### src/include/i2c_irq_pkg.sv
// Constants shared by the I2C interrupt, vector and target address logic
// Contract
// - The target address register holds a right-justified 10-bit address, bit 9 the MSB, bits 15..10 read zero.
// - The target address is used only in master mode and has no effect on the bus in slave mode.
// - The enable register holds eight enables reset to zero, start detect at bit 7 down to arbitration lost at bit 0.
// - While transmit DMA servicing is on, the transmit-ready enable is ignored and that flag raises no request.
// - While receive DMA servicing is on, the receive-ready enable is ignored and that flag raises no request.
// - The flag register holds eight read/write pending flags reset to zero, in the same order as the enables.
// - Master transmitter with byte counting sets access ready once the programmed byte count is sent.
// - Master transmitter in repeat mode sets access ready when the last byte is sent after a stop request.
// - Master receiver with byte counting sets access ready when the count is received and the buffer is empty.
// - Master receiver in repeat mode sets access ready after the last byte, stop request and an empty buffer.
// - As slave, access ready sets on a received stop; when receiving it also waits for an empty buffer.
// - The vector reports the top pending source in bits 4..1, codes 0 for none and 2..16 from arbitration lost down.
// - With repeat mode off the byte count sets the master transfer length; with it on the count is unused.
// - Setting the stop request makes the device send a stop, and the bit clears itself once the stop is done.
package i2c_irq_pkg;
	localparam int ADDR_W = 4;
	localparam int DATA_W = 16;
	localparam int NUM_EVENTS = 8;
	localparam int TARGET_W = 10;
	localparam int COUNT_W = 8;
	// Register offsets
	localparam logic [3:0] OFS_TARGET = 4'h0;
	localparam logic [3:0] OFS_ENABLE = 4'h1;
	localparam logic [3:0] OFS_FLAGS = 4'h2;
	localparam logic [3:0] OFS_VECTOR = 4'h3;
	localparam logic [3:0] OFS_CONTROL = 4'h4;
	localparam logic [3:0] OFS_COUNT = 4'h5;
	localparam logic [3:0] OFS_STATUS = 4'h6;
	// Event bit positions, shared by enables and flags
	localparam int BIT_START = 7;
	localparam int BIT_GCALL = 6;
	localparam int BIT_TXRDY = 5;
	localparam int BIT_RXRDY = 4;
	localparam int BIT_ARDY = 3;
	localparam int BIT_OWN = 2;
	localparam int BIT_NACK = 1;
	localparam int BIT_ARB = 0;
	// Control register fields
	localparam int CTL_STOP = 0;
	localparam int CTL_REPEAT = 1;
	localparam int CTL_TXDMA = 2;
	localparam int CTL_RXDMA = 3;
	// Vector field position and code layout
	localparam int VEC_LSB = 1;
	localparam logic [3:0] VEC_NONE = 4'h0;
	// Reset values
	localparam logic [7:0] ENABLE_RESET = 8'h00;
	localparam logic [7:0] FLAGS_RESET = 8'h00;
	localparam logic [9:0] TARGET_RESET = 10'h000;
	localparam logic [7:0] COUNT_RESET = 8'h00;
	localparam logic [15:0] RDATA_RESET = 16'h0000;
endpackage

### src/hw/event_vector_encoder.sv
// Priority encoder from pending flags to the vector field and the reported flag
module event_vector_encoder
	import i2c_irq_pkg::*;
(
	// Pending flags
	input wire logic [7:0] flags_i,
	// Vector field (bits 4..1) and one-hot of the reported flag
	output logic [3:0] code_o,
	output logic [7:0] onehot_o
);
	// Walk from lowest priority up so the lowest set bit wins
	always_comb begin
		code_o = VEC_NONE;
		onehot_o = 8'h00;
		for (int i = NUM_EVENTS - 1; i >= 0; i--) begin
			if (flags_i[i]) begin
				code_o = 4'(i + 1);
				onehot_o = 8'(1 << i);
			end
		end
	end
endmodule

### src/hw/access_ready_detect.sv
// Access ready event generation for master and slave transfers
module access_ready_detect
	import i2c_irq_pkg::*;
(
	// Clock and reset
	input wire logic sys_clk_i,
	input wire logic rstn_i,
	// Transfer context
	input wire logic master_i,
	input wire logic transmit_i,
	input wire logic repeat_mode_i,
	input wire logic stop_request_i,
	input wire logic [7:0] byte_count_i,
	// Engine events
	input wire logic master_start_i,
	input wire logic byte_done_i,
	input wire logic stop_received_i,
	input wire logic rx_buffer_empty_i,
	// Results
	output logic access_ready_o,
	output logic [7:0] bytes_moved_o
);
	typedef struct packed {
		logic [7:0] count;
		logic wait_rx;
		logic fire;
	} ardy_state_type;

	ardy_state_type state, next_state;
	logic [7:0] count_inc;
	logic last_byte;

	assign count_inc = state.count + 8'h01;
	assign access_ready_o = state.fire;
	assign bytes_moved_o = state.count;

	always_comb begin
		next_state = state;
		next_state.fire = 1'b0;
		last_byte = 1'b0;
		if (master_start_i) begin
			next_state.count = COUNT_RESET;
			next_state.wait_rx = 1'b0;
		end else if (master_i && byte_done_i) begin
			next_state.count = count_inc;
			if (repeat_mode_i)
				last_byte = stop_request_i;
			else
				last_byte = (count_inc == byte_count_i);
		end
		if (master_i && last_byte) begin
			if (transmit_i)
				next_state.fire = 1'b1;
			else
				next_state.wait_rx = 1'b1;
		end
		if (!master_i && stop_received_i) begin
			if (transmit_i)
				next_state.fire = 1'b1;
			else
				next_state.wait_rx = 1'b1;
		end
		// Receive side holds off until software has drained the buffer
		if (state.wait_rx && rx_buffer_empty_i) begin
			next_state.wait_rx = 1'b0;
			next_state.fire = 1'b1;
		end
	end

	always_ff @(posedge sys_clk_i) begin
		if (!rstn_i)
			state <= '0;
		else
			state <= next_state;
	end
endmodule

### src/hw/i2c_interrupt_vector_logic.sv
// Interrupt enables, flags, prioritised vector and target address of the I2C controller
//
// The implementer's own choices: the register offsets and the strobed register port.
module i2c_interrupt_vector_logic
	import i2c_irq_pkg::*;
(
	// Clock and reset
	input wire logic sys_clk_i,
	input wire logic rstn_i,
	// Register port
	input wire logic [3:0] addr_i,
	input wire logic [15:0] wdata_i,
	input wire logic wr_i,
	input wire logic rd_i,
	output logic [15:0] rdata_o,
	// Event pulses from the shift engine
	input wire logic start_detect_i,
	input wire logic general_call_i,
	input wire logic tx_ready_i,
	input wire logic rx_ready_i,
	input wire logic own_address_i,
	input wire logic no_ack_i,
	input wire logic arb_lost_i,
	// Transfer progress from the shift engine
	input wire logic master_start_i,
	input wire logic byte_done_i,
	input wire logic stop_done_i,
	input wire logic stop_received_i,
	input wire logic rx_buffer_empty_i,
	input wire logic master_i,
	input wire logic transmit_i,
	// To the shift engine and the processor
	output logic [9:0] target_address_o,
	output logic stop_request_o,
	output logic irq_o
);
	typedef struct packed {
		logic [9:0] target_addr;
		logic [7:0] enable;
		logic [7:0] flags;
		logic stop_req;
		logic repeat_mode;
		logic tx_dma;
		logic rx_dma;
		logic [7:0] byte_count;
		logic [15:0] rdata;
		logic irq;
		logic [9:0] target_out;
	} regs_state_type;

	regs_state_type state, next_state;

	logic access_ready;
	logic [7:0] bytes_moved;
	logic [3:0] vec_code;
	logic [7:0] vec_onehot;
	logic [7:0] events;
	logic [7:0] eff_enable;
	logic [7:0] next_eff_enable;
	logic wr_ctrl;
	logic rd_vec;

	////////////////////////////////////////////////////////////////////////////
	// Sub-blocks

	access_ready_detect u_ardy (
		.sys_clk_i(sys_clk_i),
		.rstn_i(rstn_i),
		.master_i(master_i),
		.transmit_i(transmit_i),
		.repeat_mode_i(state.repeat_mode),
		.stop_request_i(state.stop_req),
		.byte_count_i(state.byte_count),
		.master_start_i(master_start_i),
		.byte_done_i(byte_done_i),
		.stop_received_i(stop_received_i),
		.rx_buffer_empty_i(rx_buffer_empty_i),
		.access_ready_o(access_ready),
		.bytes_moved_o(bytes_moved)
	);

	event_vector_encoder u_vec (
		.flags_i(state.flags),
		.code_o(vec_code),
		.onehot_o(vec_onehot)
	);

	////////////////////////////////////////////////////////////////////////////
	// Event gathering and enable masking

	always_comb begin
		events = 8'h00;
		events[BIT_START] = start_detect_i;
		events[BIT_GCALL] = general_call_i;
		events[BIT_TXRDY] = tx_ready_i;
		events[BIT_RXRDY] = rx_ready_i;
		events[BIT_ARDY] = access_ready;
		events[BIT_OWN] = own_address_i;
		events[BIT_NACK] = no_ack_i;
		events[BIT_ARB] = arb_lost_i;
	end

	// DMA servicing takes over the ready flags, so their enables are ignored
	always_comb begin
		eff_enable = state.enable;
		eff_enable[BIT_TXRDY] = state.enable[BIT_TXRDY] & ~state.tx_dma;
		eff_enable[BIT_RXRDY] = state.enable[BIT_RXRDY] & ~state.rx_dma;
	end

	assign wr_ctrl = wr_i && (addr_i == OFS_CONTROL);
	assign rd_vec = rd_i && (addr_i == OFS_VECTOR);

	////////////////////////////////////////////////////////////////////////////
	// Register update

	always_comb begin
		next_state = state;
		next_state.rdata = RDATA_RESET;
		next_eff_enable = 8'h00;
		if (wr_i) begin
			case (addr_i)
				OFS_TARGET: next_state.target_addr = wdata_i[TARGET_W-1:0];
				OFS_ENABLE: next_state.enable = wdata_i[7:0];
				OFS_FLAGS: next_state.flags = wdata_i[7:0];
				OFS_CONTROL: begin
					next_state.repeat_mode = wdata_i[CTL_REPEAT];
					next_state.tx_dma = wdata_i[CTL_TXDMA];
					next_state.rx_dma = wdata_i[CTL_RXDMA];
				end
				OFS_COUNT: next_state.byte_count = wdata_i[7:0];
				default: begin
				end
			endcase
		end
		// Stop request: the engine's completion clears it, a new write re-arms it
		if (state.stop_req && stop_done_i)
			next_state.stop_req = 1'b0;
		if (wr_ctrl && wdata_i[CTL_STOP])
			next_state.stop_req = 1'b1;
		// Reading the vector retires the source it reports
		if (rd_vec)
			next_state.flags = next_state.flags & ~vec_onehot;
		// Hardware events are applied last so a same-cycle clear never loses one
		next_state.flags = next_state.flags | events;
		if (rd_i) begin
			case (addr_i)
				OFS_TARGET: next_state.rdata = {6'h00, state.target_addr};
				OFS_ENABLE: next_state.rdata = {8'h00, state.enable};
				OFS_FLAGS: next_state.rdata = {8'h00, state.flags};
				OFS_VECTOR: next_state.rdata = {11'h000, vec_code, 1'b0};
				OFS_CONTROL: next_state.rdata = {12'h000, state.rx_dma, state.tx_dma,
					state.repeat_mode, state.stop_req};
				OFS_COUNT: next_state.rdata = {8'h00, state.byte_count};
				OFS_STATUS: next_state.rdata = {8'h00, bytes_moved};
				default: next_state.rdata = RDATA_RESET;
			endcase
		end
		// Interrupt follows the updated flags and controls
		next_eff_enable = next_state.enable;
		next_eff_enable[BIT_TXRDY] = next_state.enable[BIT_TXRDY] & ~next_state.tx_dma;
		next_eff_enable[BIT_RXRDY] = next_state.enable[BIT_RXRDY] & ~next_state.rx_dma;
		next_state.irq = |(next_state.flags & next_eff_enable);
		// Slave mode keeps the address off the engine entirely
		next_state.target_out = master_i ? next_state.target_addr : TARGET_RESET;
	end

	always_ff @(posedge sys_clk_i) begin
		if (!rstn_i) begin
			state.target_addr <= TARGET_RESET;
			state.enable <= ENABLE_RESET;
			state.flags <= FLAGS_RESET;
			state.stop_req <= 1'b0;
			state.repeat_mode <= 1'b0;
			state.tx_dma <= 1'b0;
			state.rx_dma <= 1'b0;
			state.byte_count <= COUNT_RESET;
			state.rdata <= RDATA_RESET;
			state.irq <= 1'b0;
			state.target_out <= TARGET_RESET;
		end else begin
			state <= next_state;
		end
	end

	assign rdata_o = state.rdata;
	assign irq_o = state.irq;
	assign stop_request_o = state.stop_req;
	assign target_address_o = state.target_out;
endmodule

### config.mk
export PLATFORM = sky130hd
export DESIGN_NAME = i2c_interrupt_vector_logic
export DESIGN_NICKNAME = d
export VERILOG_FILES = /design/src/include/i2c_irq_pkg.sv /design/src/hw/event_vector_encoder.sv /design/src/hw/access_ready_detect.sv /design/src/hw/i2c_interrupt_vector_logic.sv
export SDC_FILE = /design/constraint.sdc
export NUM_CORES = 1
export LEC_CHECK = 0
export ABC_AREA = 1
export BUFFER_PORTS_ARGS = -buffer_cell sky130_fd_sc_hd__buf_4
export CORE_UTILIZATION = 35
export DETAILED_ROUTE_END_ITERATION = 6
export PLACE_DENSITY_LB_ADDON = 0.05
export RECOVER_POWER = 50
export SYNTH_ARGS = -nofsm -noshare
export SYNTH_HDL_FRONTEND = slang
export SYNTH_HIERARCHICAL = 1
export SYNTH_SLANG_ARGS = --single-unit
### constraint.sdc
create_clock -name sys_clk_i -period 2.8 [get_ports sys_clk_i]
set_input_delay 0.28 -clock sys_clk_i [delete_from_list [all_inputs] [get_ports sys_clk_i]]
set_output_delay 0.28 -clock sys_clk_i [all_outputs]
set_load 0.01 [all_outputs]
==> results.json <==
{
  "status": "finished, violations left",
  "violations": "capacitance limit",
  "drv_cap": 1,
  "post_drt_wl_per_cell_um": 14.7,
  "cp_top_family": "simple AND/OR/NAND/NOR gates",
  "clk_pin_slew_ns": 0.08,
  "dieArea_um2": 11400,
  "final_util_pct": 39.4,
  "worst_pin_slew_ns": 1.49,
  "holdWs_ns": 0.185,
  "port_buffers": 53,
  "dp_cells": 710,
  "rr_startpoint": "u_ardy/bytes_moved_o[0]",
  "syn2layout_area_growth_pct": 7.50,
  "cpMaxStageDelayCell": "clkbuf_1",
  "start_util_pct": 36.6,
  "rr_worst_depth": 12,
  "hold_path_depth": 3,
  "final_common_cell": "nand2_1",
  "first_iter_violations": 220,
  "rsz0062_at_grt": "false",
  "hold_viol": 0,
  "busiest_layer": "met2",
  "clockPowerShare_pct": 37.9,
  "startpoint_type": "primary input",
  "fin_crit_ns": 2.23,
  "slowest_delay_ns": 0.55,
  "crit_required_ns": 3.04,
  "cts_resized": 0,
  "fillerInstances": 1192,
  "via_per_inst": 4.78,
  "path_class": "primary input to flop",
  "power_frac_seq_pct": 50.2,
  "ys_seq_elements": 69,
  "syn_area_per_cell_um2": 6.80,
  "pre_cts_slack_ns": 0.927,
  "finClkSkew_ns": 0.0117,
  "fin_area_um2": 4140,
  "grt_overflow": 0,
  "leakage_nw": 1.83,
  "grt_util_met1_pct": 28.0,
  "grt_pass1_wl_um": 17000,
  "relSlewSlack_pct": 0.179,
  "rows": 37,
  "root_buffer": "clkbuf_8",
  "use_met2_pct": 29.0,
  "power_mw": 2.05,
  "slew_violations": 0,
  "end_kind": "flop",
  "routed_wirelength_um": 10700,
  "fin_crit_sh_pct": 79.6,
  "clock_latency_ns": 0.36,
  "swShare_pct": 29.9,
  "holdPathEnd": "state[45]",
  "synth_area_um2": 3850,
  "hold_path.class": "primary input to flop",
  "arrival_ns": 2.47,
  "clock.fmax_mhz": 449,
  "gp_congestion": 0.816,
  "yosysWarnings": 6,
  "layout.cells.non_filler": 726,
  "crit_chain": "clkbuf_1 -> nor2_1 -> clkbuf_1 -> nand2_1 -> clkinv_2 -> nand2_4 -> o21ai_0 -> nor2_1",
  "synth_top_cells_by_area": "dfxtp_1 (36%), nand2_1 (11%), inv_1 (8.7%)",
  "grt_pass1_vias": 3231,
  "path_buf_inv": 3,
  "grt_max_degree": 39,
  "core_region_area_um2": 10500,
  "setup_violations": 0,
  "num_vias": 3470,
  "tritoncts.num_buffers": 9,
  "dieHeight_um": 107,
  "clk_path_buf_depth": 2,
  "boundaryPins": 66,
  "p_per_area_nw_per_um2": 495,
  "p_int_mw": 1.44,
  "seq_area_frac_synth_pct": 35.9,
  "grt_antenna_before_repair": 0,
  "setup_slack_ns": 0.571,
  "final_nets": 624,
  "ys_types": 39,
  "hold_buffers": 0,
  "min-delay-start": "general_call_i",
  "ant_nets": 0,
  "drc": 0,
  "crit_fanout": 18,
  "dieWidth_um": 107,
  "pwr-share-comb_pct": 11.9,
  "diodes": 0,
  "cts_tree": "yes",
  "track_usage_pct": 19.7,
  "dp_hpwl_um": 8130,
  "drive_gt1_share_pct": 12.4,
  "placed_area_um2": 4080,
  "drtPass1Iterations": 6,
  "synth_area_leader_cell": "dfxtp_1",
  "syn_inst": 566,
  "post_cts_buffers": 0,
  "cts_sinks": 69,
  "rr_endpoint": "u_ardy/state[1]",
  "yosysTopAreaCellShare_pct": 35.9,
  "fin_setup_tns_ns": 0,
  "r2r_slack_ns": 0.91,
  "peakVddDrop_mv": 0.323,
  "h-tree-depth": 3,
  "grt_use_met3_pct": 4.92,
  "power_switching_mw": 0.612,
  "layout_common_cells": "nand2_1 (110), inv_1 (90), dfxtp_1 (69)"
}
per-layer routing:
| layer | vias up | share of wire (%) |
|---|---|---|
| met5 | - | 0 |
| met4 | 0 | 1.8 |
| met3 | 17 | 6.0 |
| met2 | 89 | 43 |
| met1 | 1558 | 50 |
| li1 | 1806 | - |
worst register-to-register path, stage by stage, from the launching register on:
cell	delay, ns
dfxtp_1	0.49
ha_1	0.28
nand3_1	0.15
o21ai_1	0.18
and2_1	0.17
nor2_1	0.05
nor2_1	0.10
nand2_1	0.06
nand2_1	0.09
nand2_1	0.07
nand2_1	0.05
nand2_1	0.06
a21oi_2	0.10
logic make-up after synthesis:
family                   share of synthesized area (%)
adder cells (fa/ha/maj)                          0.325
multiplexers                                     0.520
buffers and inverters                             19.2
flip-flops                                        35.9
AND/OR/NAND/NOR                                   32.0
AO/OA/AOI/OAI                                     12.0
other                                           0.0974
state kept, by name (all words and copies together), names as in the netlist:
name	flops
state	31
rdata_o	10
target_address_o	10
u_ardy/bytes_moved_o	8
eff_enable	6
irq_o	1
stop_request_o	1
u_ardy/access_ready_o	1
u_ardy/state	1
cell type report:
class,count,area [um2],area share (%)
tap,136,170,4.11
clock inverter,6,46.3,1.12
clock buffer,10,138,3.32
sequential,69,1380,33.4
timing repair buffer,56,323,7.80
multi-input combinational,353,1720,41.6
inverter,96,362,8.73
power groups by stage:
stage	combinational, mW	clock, mW	sequential (mW)
6_report	0.244	0.777	1.03
5_1_grt	0.272	0.855	1.03
4_1_cts	0.254	0.809	1.03
3_5_place_dp	0.253	0	1.05
3_3_place_gp	0.252	0	1.05
2_1_floorplan	0.179	0	1.04
cells in the mapped netlist:
| master | n |
|---|---|
| nor3_2 | 2 |
| buf_6 | 4 |
| a31oi_1 | 3 |
| nand3_4 | 1 |
| nand2_4 | 2 |
| a21oi_2 | 2 |
| a32o_1 | 1 |
| nor4_1 | 5 |
| inv_2 | 6 |
| o211ai_1 | 4 |
| a21oi_1 | 29 |
| and2_1 | 1 |
| mux2i_1 | 2 |
| inv_1 | 89 |
| buf_2 | 3 |
| o21ai_0 | 18 |
| a41oi_1 | 1 |
| nand2_1 | 109 |
| nand3_1 | 44 |
| nor2_4 | 4 |
| o22ai_1 | 4 |
| o21ai_1 | 7 |
| nand3b_1 | 1 |
| clkinv_2 | 1 |
| nand4_1 | 16 |
| dfxtp_1 | 69 |
| o221ai_1 | 3 |
| nor2_2 | 6 |
| o21a_1 | 4 |
| a211oi_1 | 2 |
| nor2_1 | 57 |
| nand3_2 | 2 |
| nor3_1 | 10 |
| buf_4 | 39 |
| o21ai_2 | 1 |
| ha_1 | 1 |
| clkbuf_1 | 7 |
| nand2_2 | 5 |
| conb_1 | 1 |
worst max-delay path by stage:
| stage | from | to | cells past startpoint |
|---|---|---|---|
| 4_1_cts | u_ardy/bytes_moved_o[0] | u_ardy/state[1] | 12 |
| 2_1_floorplan | u_ardy/bytes_moved_o[0] | u_ardy/access_ready_o | 14 |
| 5_1_grt | addr_i[3] | target_address_o[0] | 9 |
| 6_report | addr_i[3] | state[61] | 8 |
| 3_5_place_dp | u_ardy/bytes_moved_o[0] | u_ardy/state[1] | 12 |
| 3_3_place_gp | u_ardy/bytes_moved_o[0] | u_ardy/access_ready_o | 14 |
Power figures use the tool's default switching activity.
